==> src/core/wlsp_map.svh <==
// offsets, opcodes, field positions and timing counts shared by both ends
// assumes the includer sits in core/ and has the package compiled first
//
// Notes on behaviour
// - latch must be set before protect/unprotect execute
// - opcode 06h sets latch at frame end
// - opcode 04h clears latch at frame end
// - short or unaligned enable/disable frame leaves latch untouched
// - bytes after enable/disable opcode are ignored
// - completed disable also ends sequential program mode
// - one protect bit per sector, 1 blocks
// - reset sets every protect bit to one
// - opcode 36h plus address protects that sector
// - opcode 39h plus address unprotects that sector
// - any address within sector selects it
// - short/unaligned protect frame keeps bit, clears latch
// - bytes after third address byte are ignored
// - lock bit set: ignore protect, clear latch
// - protected sector forbids program and erase access
// - lock bit only changed by status write
`ifndef WLSP_MAP_SVH
`define WLSP_MAP_SVH

// ==========================================================
// command opcodes
`define WLSP_OP_WREN      8'h06
`define WLSP_OP_WRDIS     8'h04
`define WLSP_OP_PROTECT   8'h36
`define WLSP_OP_UNPROTECT 8'h39

// ==========================================================
// array geometry: sixteen 64 Kbyte sectors
`define WLSP_SECTORS      16
`define WLSP_SECT_MSB     19
`define WLSP_SECT_LSB     16
`define WLSP_ADDR_BYTES   3'h3
`define WLSP_PROT_RESET   16'hFFFF

// ==========================================================
// host register map (APB byte offsets)
`define WLSP_REG_CTRL     8'h00
`define WLSP_REG_CMD      8'h04
`define WLSP_REG_ADDR     8'h08
`define WLSP_REG_STAT     8'h0C
`define WLSP_CTRL_GO      0
`define WLSP_CMD_OP_LSB   0
`define WLSP_CMD_BITS_LSB 8
`define WLSP_STAT_BUSY    0

// ==========================================================
// host serial timing, in clk cycles
`define WLSP_SCLK_HALF    4'h4
`define WLSP_CS_GAP       4'h8

`endif

==> src/core/wlsp_pkg.sv <==
// types shared by the two ends of the protection command link
// assumes nothing beyond a SystemVerilog compiler
`default_nettype none

package wlsp_pkg;

  // device command decoder states, one-hot
  typedef enum logic [3:0] {
    DEV_IDLE   = 4'h1,
    DEV_OPCODE = 4'h2,
    DEV_ADDR   = 4'h4,
    DEV_TAIL   = 4'h8
  } wlsp_dev_state_t;

  // host frame sequencer states, one-hot
  typedef enum logic [5:0] {
    HST_IDLE  = 6'h01,
    HST_LEAD  = 6'h02,
    HST_LOW   = 6'h04,
    HST_HIGH  = 6'h08,
    HST_TRAIL = 6'h10,
    HST_GAP   = 6'h20
  } wlsp_host_state_t;

endpackage

`default_nettype wire

==> src/core/wlsp_if.sv <==
// serial link between host controller and flash command logic
// assumes host drives all three wires; nothing is two-way
`timescale 1ns/1ps
`default_nettype none

interface wlsp_if;
  logic csN;   // chip select, low during a frame
  logic sclk;  // serial clock made by the host
  logic mosi;  // serial data host to flash

  modport flash (input csN, input sclk, input mosi);
  modport host  (output csN, output sclk, output mosi);
endinterface

`default_nettype wire

==> src/core/wlsp_flash_end.sv <==
// flash end: write enable latch and per-sector protect bits
// it decodes enable, disable, protect and unprotect frames off the serial link
// assumes link pins are asynchronous to clk and slower than clk / 6
// assumes lock bit, mode flag and access address come from logic on clk
//
// Register access over APB and the register addresses are this design's own decisions.
`timescale 1ns/1ps
`default_nettype none
`include "wlsp_map.svh"

module wlsp_flash_end
  import wlsp_pkg::*;
(
  input  wire logic        clk,               // system clock, 25 MHz
  input  wire logic        rst_n,             // synchronous reset, low
  wlsp_if.flash            link,              // serial link from host
  input  wire logic        protectionLockBit, // lock from status register
  input  wire logic        seqProgramActive,  // sequential program mode on
  input  wire logic [23:0] accessAddr,        // address of program/erase
  output logic             writeEnableLatch,  // latch state
  output logic [15:0]      sectorProtect,     // one bit per sector, 1 = locked
  output logic             seqProgramExit,    // one-cycle pulse, leave mode
  output logic             accessPermit       // program/erase allowed at accessAddr
);

  // ==========================================================
  // pin synchronisers
  logic [2:0] csPipe;
  logic [2:0] sclkPipe;
  logic [1:0] mosiPipe;
  logic       csFall;
  logic       csRise;
  logic       sclkRise;
  logic       bitIn;

  // two flops per pin; third stage only feeds edge detection
  // reset values match the idle pins, so no false edge follows reset
  // cost: every link event is seen two clk late, hence the slow-link limit
  always_ff @(posedge clk) begin
    if (!rst_n) begin
      csPipe   <= 3'h7;
      sclkPipe <= 3'h0;
      mosiPipe <= 2'h0;
    end else begin
      csPipe   <= {csPipe[1:0], link.csN};
      sclkPipe <= {sclkPipe[1:0], link.sclk};
      mosiPipe <= {mosiPipe[0], link.mosi};
    end
  end

  // edges from stage two against stage three; sclk counts only inside a frame
  assign csFall   = csPipe[2] & ~csPipe[1];
  assign csRise   = ~csPipe[2] & csPipe[1];
  assign sclkRise = ~sclkPipe[2] & sclkPipe[1] & ~csPipe[1];
  assign bitIn    = mosiPipe[1];

  // ==========================================================
  // command decoder
  // it only follows select and sclk rises; nothing here drives the link
  wlsp_dev_state_t state;
  wlsp_dev_state_t next_state;
  logic [2:0]      bitInByte;
  logic [2:0]      byteCount;
  logic [7:0]      opcode;
  logic [7:0]      next_opcode;
  logic [23:0]     address;
  logic            byteDone;
  logic            isSectorCmd;

  assign next_opcode = {opcode[6:0], bitIn};
  assign byteDone    = sclkRise && (bitInByte == 3'h7);
  assign isSectorCmd = (next_opcode == `WLSP_OP_PROTECT) ||
                       (next_opcode == `WLSP_OP_UNPROTECT);

  // next state: decode restarts on every select fall
  always_comb begin
    next_state = state;
    case (state)
      DEV_IDLE: begin
        if (csFall) next_state = DEV_OPCODE;
      end
      DEV_OPCODE: begin
        if (csRise) next_state = DEV_IDLE;
        else if (byteDone) next_state = isSectorCmd ? DEV_ADDR : DEV_TAIL;
      end
      DEV_ADDR: begin
        if (csRise) next_state = DEV_IDLE;
        else if (byteDone && byteCount == `WLSP_ADDR_BYTES) next_state = DEV_TAIL;
      end
      DEV_TAIL: begin
        if (csRise) next_state = DEV_IDLE;
      end
      default: next_state = DEV_IDLE;
    endcase
    // a select fall always restarts decode, whatever state was left behind
    if (csFall) next_state = DEV_OPCODE;
  end

  // state register
  // an illegal code falls back to idle through the default branch
  always_ff @(posedge clk) begin
    if (!rst_n) state <= DEV_IDLE;
    else        state <= next_state;
  end

  // bit and byte counters; byte count saturates past the address
  // four means the whole address is in; a long tail cannot wrap back to it
  always_ff @(posedge clk) begin
    if (!rst_n || csFall) begin
      bitInByte <= 3'h0;
      byteCount <= 3'h0;
    end else if (sclkRise && state != DEV_IDLE) begin
      bitInByte <= bitInByte + 3'h1;
      if (bitInByte == 3'h7 && byteCount != 3'h4) byteCount <= byteCount + 3'h1;
    end
  end

  // opcode and address shifters, msb first; tail bits are dropped
  // tail bits must never reach the opcode, or a long frame would change the command
  always_ff @(posedge clk) begin
    if (!rst_n) begin
      opcode  <= 8'h00;
      address <= 24'h000000;
    end else if (csFall) begin
      opcode  <= 8'h00;
      address <= 24'h000000;
    end else if (sclkRise && state == DEV_OPCODE) begin
      opcode  <= next_opcode;
    end else if (sclkRise && state == DEV_ADDR) begin
      address <= {address[22:0], bitIn};
    end
  end

  // ==========================================================
  // execution at select rise
  // outcome at frame end, by opcode:
  //   enable, whole frame          -> latch set
  //   disable, whole frame         -> latch cleared, mode exit if active
  //   enable/disable, cut frame    -> nothing
  //   protect/unprotect, latch low -> nothing
  //   protect/unprotect, latch set -> latch cleared; bit written only for
  //                                   a whole address with the lock off
  //   any other opcode             -> nothing
  logic       frameEnd;
  logic       aligned;
  logic       opcodeWhole;
  logic       addrWhole;
  logic       sectorCmd;
  logic [3:0] targetSector;
  logic       wrenDone;
  logic       wrdisDone;
  logic       sectorEnd;
  logic       protWrite;

  // a partly shifted opcode can mimic a sector opcode, so a whole byte is needed
  assign frameEnd     = csRise && state != DEV_IDLE;
  assign aligned      = (bitInByte == 3'h0);
  assign opcodeWhole  = (byteCount != 3'h0) && aligned;
  assign addrWhole    = (byteCount == 3'h4) && aligned;
  assign sectorCmd    = (byteCount != 3'h0) &&
                        ((opcode == `WLSP_OP_PROTECT) || (opcode == `WLSP_OP_UNPROTECT));
  // sector index from the full address; bits above the array wrap
  assign targetSector = address[`WLSP_SECT_MSB:`WLSP_SECT_LSB];

  // decisions taken at the frame end, one per outcome
  assign wrenDone     = frameEnd && opcodeWhole && (opcode == `WLSP_OP_WREN);
  assign wrdisDone    = frameEnd && opcodeWhole && (opcode == `WLSP_OP_WRDIS);
  assign sectorEnd    = frameEnd && sectorCmd;
  // the lock freezes every bit; only a status write, outside, can free it
  assign protWrite    = sectorEnd && writeEnableLatch && addrWhole &&
                        !protectionLockBit;

  // latch: enable and disable act only on a whole, aligned frame; a sector frame always clears it
  // a cut enable or disable frame leaves the latch alone
  always_ff @(posedge clk) begin
    if (!rst_n) begin
      writeEnableLatch <= 1'b0;
    end else if (wrenDone) begin
      writeEnableLatch <= 1'b1;
    end else if (wrdisDone) begin
      writeEnableLatch <= 1'b0;
    end else if (sectorEnd) begin
      // done, aborted or locked: the latch always drops
      writeEnableLatch <= 1'b0;
    end
  end

  // protect bits: all protected after reset, lock freezes them
  // only the addressed bit is written; its neighbours keep their value
  always_ff @(posedge clk) begin
    if (!rst_n) begin
      sectorProtect <= `WLSP_PROT_RESET;
    end else if (protWrite) begin
      sectorProtect[targetSector] <= (opcode == `WLSP_OP_PROTECT);
    end
  end

  // disable frame ends sequential program mode, one pulse
  // registered, so it rises at the same edge as the latch falls
  always_ff @(posedge clk) begin
    if (!rst_n) seqProgramExit <= 1'b0;
    else        seqProgramExit <= wrdisDone && seqProgramActive;
  end

  // gate for program and erase engines; combinational on purpose so
  // the engine sees the permit in the same cycle it presents the address
  assign accessPermit = writeEnableLatch &&
                        !sectorProtect[accessAddr[`WLSP_SECT_MSB:`WLSP_SECT_LSB]];

endmodule

`default_nettype wire

==> src/flat_wrapper.sv <==
// flat-port wrapper written by rule: the top's interface ports become plain ports
module wlsp_flash_end_flat import wlsp_pkg::*;
  (clk, rst_n, protectionLockBit, seqProgramActive, accessAddr, writeEnableLatch, sectorProtect, seqProgramExit, accessPermit, link_csN, link_sclk, link_mosi);
  wlsp_if link_i ();
  input  wire logic clk;
  input  wire logic rst_n;
  input  wire logic protectionLockBit;
  input  wire logic seqProgramActive;
  input  wire logic [23:0] accessAddr;
  output logic writeEnableLatch;
  output logic [15:0] sectorProtect;
  output logic seqProgramExit;
  output logic accessPermit;
  input wire logic [$bits(link_i.csN)-1:0] link_csN;
  input wire logic [$bits(link_i.sclk)-1:0] link_sclk;
  input wire logic [$bits(link_i.mosi)-1:0] link_mosi;
  assign link_i.csN = link_csN;
  assign link_i.sclk = link_sclk;
  assign link_i.mosi = link_mosi;
  wlsp_flash_end u_core (.clk(clk), .rst_n(rst_n), .link(link_i), .protectionLockBit(protectionLockBit), .seqProgramActive(seqProgramActive), .accessAddr(accessAddr), .writeEnableLatch(writeEnableLatch), .sectorProtect(sectorProtect), .seqProgramExit(seqProgramExit), .accessPermit(accessPermit));
endmodule
==> config.mk <==
export PLATFORM = sky130hd
export DESIGN_NAME = wlsp_flash_end_flat
export DESIGN_NICKNAME = d
export VERILOG_FILES = /design/src/core/wlsp_pkg.sv /design/src/core/wlsp_if.sv /design/src/core/wlsp_flash_end.sv /design/src/flat_wrapper.sv
export VERILOG_INCLUDE_DIRS = /design/src /design/src/core
export SDC_FILE = /design/constraint.sdc
export NUM_CORES = 1
export LEC_CHECK = 0
export BUFFER_PORTS_ARGS = -buffer_cell sky130_fd_sc_hd__buf_2
export CAP_MARGIN = 10
export CORE_MARGIN = 2
export CORE_UTILIZATION = 60
export DETAILED_ROUTE_END_ITERATION = 7
export PLACE_DENSITY = 0.84
export SYNTH_ARGS = -nofsm -noshare
export SYNTH_HDL_FRONTEND = slang
export SYNTH_SLANG_ARGS = --single-unit
==> constraint.sdc <==
create_clock -name clk -period 3.9 [get_ports clk]
set_clock_uncertainty 0.15 [all_clocks]
set_input_delay 0 -clock clk [delete_from_list [all_inputs] [get_ports clk]]
set_output_delay 0 -clock clk [all_outputs]
set_load 0.05 [all_outputs]
==> impl_metrics.tcl <==
set metrics [dict create \
    setup_violations 0 \
    path_class "reg -> reg" \
    syn2layout_area_growth_pct 13.6 \
    drive_above_1_share 0.162 \
    cts-htree-levels 3 \
    min_period_over_period 0.600 \
    synth-seq-cells 64 \
    synth-compound-area-share 0.0918 \
    start_util 0.632 \
    cts_tree "done" \
    synth_top_flop_cell "dfxtp_1" \
    finalHoldViolCount 0 \
    nets 406 \
    wl_mm 6.46 \
    critPathCaptureType "register" \
    cts.clk_slew.worst_paths_ns 0.07 \
    wl_per_cell_um 14.7 \
    p_sw_frac 0.218 \
    crit_path_top_delay_cell "nor3b_1" \
    synth_top_area_frac 0.423 \
    root_buffer "clkbuf_8" \
    rows 25 \
    synth_top_family_by_area "simple AND/OR/NAND/NOR gates" \
    drtIter0Drc 329 \
    yosysSeqAreaShare 0.423 \
    drv_slew 0 \
    tightestPinTransition_ns 1.12 \
    place_area_mm2 0.00319 \
    yosysWarnings 0 \
    total_power_mw 1.26 \
    drv_cap 0 \
    viasPerCell 5.80 \
    crit_chain "nor3b_1 -> nand2_1 -> nand2_1 -> a21oi_1" \
    powerDensity_mw_per_mm2 367 \
    grt_setup_unrepaired "false" \
    pwr-share-seq 0.525 \
    dp_worst_setup_slack_ns 1.60 \
    antenna_found_initial 0 \
    hp-class "in -> reg" \
    yosysTopAreaCell "dfxtp_1" \
    timing.fmax_mhz 427 \
    synthXorXnorAreaFrac 0.00868 \
    r2r_start "u_core.sclkPipe[1]" \
    multi_input_area_mm2 0.00162 \
    cpLargestDelayFamily "simple AND/OR/NAND/NOR gates" \
    place.gp.congestion 0.863 \
    hold_start "link_sclk" \
    critical_path_arrival_ns 2.41 \
    grt_max_degree 35 \
    grt_usage 0.243 \
    grt_pass1_vias 2288 \
    ant_nets 0 \
    critical_path_buf_inv_count 0 \
    slowest_delay_ns 0.78 \
    status "finished clean" \
    clk_latency_ns 0.34 \
    drc 0 \
    tns_ns 0 \
    wl_met2_mm 3.07 \
    fill_cells 398 \
    hpwlAfterDp_mm 4.25 \
    fin_ws_ns 1.56 \
    wl_met3_um 321 \
    ys_types 44 \
    clkSinkCount 64 \
    synth-simple-area-share 0.296 \
    power_frac_comb 0.041 \
    ys_async_sr_fraction 0 \
    critPathRequiredTime_ns 3.96 \
    synthTopCellsByArea "dfxtp_1, nand2_1, mux2i_1" \
    setup.worst_path.start "u_core.sclkPipe[1]" \
    synthAdderAreaFrac 0.0331 \
    critPathMaxFanout 20 \
    wl_met1_mm 2.95 \
    p_int_mw 0.986 \
    vias 2539 \
    grt_overflow 0 \
    final_cell_area_mm2 0.00344 \
    cts_made_buffers 9 \
    syn_nets 377 \
    irDropWorstVdd_mv 0.301 \
    clockBufferDepth 2 \
    io_buffers 29 \
    synth_mux_area_frac 0.104 \
    core_mm2 0.00479 \
    synthesis.area_mm2 0.00303 \
    synthCells 338 \
    power_leakage_nw 1.16 \
    p_sw_mw 0.276 \
    synth-edff-count 0 \
    dr.pass1.iters 6 \
    grt_pass1_wl_mm 10.3 \
    start_kind "register" \
    die_x_um 75.0 \
    syn_area_per_cell_um2 8.95 \
    io_pins 50 \
    period_needed_ns 2.34 \
    dieArea_mm2 0.00563 \
    fp.dieH_um 75.0 \
    n_antenna_cell 0 \
    seqCellArea_mm2 0.00128 \
    clkPwrFrac 0.434 \
    route.top_layer_used "met4" \
    crit_path_frequent_cell "nand2_1" \
    cts_setup_buffers 0 \
    relSlewSlack 0.252 \
]
-- metrics by stage --
step / std cells / hold WS, ns / util
after floorplan: 338 / -0.0485 / -
after global placement: 417 / 0.0403 / 0.667
after detailed placement: 417 / 0.0373 / 0.667
after CTS: 438 / 0.236 / 0.719
after global routing: 438 / 0.248 / 0.719
final: 438 / 0.247 / 0.719
-- registers in the layout, indices dropped and copies added, names as in the netlist --
name and count:
u_core.state 4, u_core.seqProgramExit 1, u_core.mosiPipe 2, u_core.sclkPipe 3, u_core.writeEnableLatch 1, u_core.sectorProtect 16
u_core.csPipe 3, u_core.bitInByte 3, u_core.byteCount 3, u_core.opcode 8, u_core.address 20
-- cell type report --
cell class,instances,share of cell area
Tap cell,67,0.0244
Clock inverter,4,0.0131
Clock buffer,11,0.0411
Sequential cell,64,0.372
Timing Repair Buffer,38,0.0662
Multi-Input combinational cell,243,0.471
Inverter,11,0.0120
-- cell usage in the layout (no fill, tap or decap), types with 2 or more instances in the layout --
master	n
a21oi_1	32
and2_1	6
and4bb_2	2
buf_2	29
buf_4	3
clkbuf_8	10
clkinv_2	3
dfxtp_1	64
dlygate4sd3_1	6
ha_1	8
inv_1	11
mux2i_1	19
mux4_2	5
nand2_1	61
nand2b_1	8
nand3_1	14
nor2_1	10
nor2b_1	22
nor3b_1	3
nor4_1	13
nor4b_1	6
nor4b_2	2
nor4bb_1	3
o2111ai_1	3
o211ai_1	4
or2_2	2
xnor2_1	2
-- what timing repair did --
item	4_1_cts	5_1_grt
hold endpoints to repair	7	0
resized for setup	0	0
hold buffers	6	0
endpoints found under the setup margin	0	0
-- final timing paths --
| kind | end | slack (ns) | cells past startpoint |
|---|---|---|---|
| worst max-delay path | u_core.address[1] | 1.56 | 4 |
| worst min-delay path | u_core.sclkPipe[0] | 0.25 | 3 |
| worst max register to register | u_core.address[1] | 1.56 | 4 |
| worst min register to register | u_core.csPipe[1] | 0.27 | 1 |
-- worst register-to-register path, stage by stage, from the launching register on --
cell and delay [ns]:
dfxtp_1 0.34, nor3b_1 0.78, nand2_1 0.63, nand2_1 0.22, a21oi_1 0.09
-- cell usage after synthesis (2+ instances only) --
cell type,number
nor3b_1,3
mux2i_1,19
nor4b_1,7
dfxtp_1,64
o211ai_1,4
o2111ai_1,3
inv_1,11
nand2_1,61
mux4_2,5
nand2b_1,8
xnor2_1,2
and4bb_2,2
nor4bb_1,3
or2_2,2
buf_2,7
ha_1,8
clkbuf_1,11
nor4_1,13
nor2_1,10
a21oi_1,32
nand3_1,14
nor2b_1,22
and2_1,6
-- power groups by stage --
stage	combinational (mW)	clock [mW]	sequential [mW]
floorplan	0.0335	0	0.676
global placement	0.0454	0	0.677
detailed placement	0.0467	0	0.677
CTS	0.0513	0.555	0.662
global route	0.0568	0.582	0.663
finish	0.0522	0.547	0.663
-- cells by family (layout without fill, tap and decap cells) --
kind of cell | count (synthesis) | count (layout)
AOI/OAI and AO/OA | 47 | 47
DFF | 64 | 64
xor gates and xnor gates | 3 | 3
muxes | 25 | 25
buffers and inverters | 31 | 64
adders and majority gates | 8 | 8
and+or+nand+nor | 160 | 160
-- layer usage --
| layer | up-vias | global-route usage |
|---|---|---|
| met5 | - | 0 |
| met4 | 0 | 0.0833 |
| met3 | 11 | 0.0843 |
| met2 | 62 | 0.383 |
| met1 | 1225 | 0.313 |
| li1 | 1241 | - |
(Power assumes the default switching activity.)
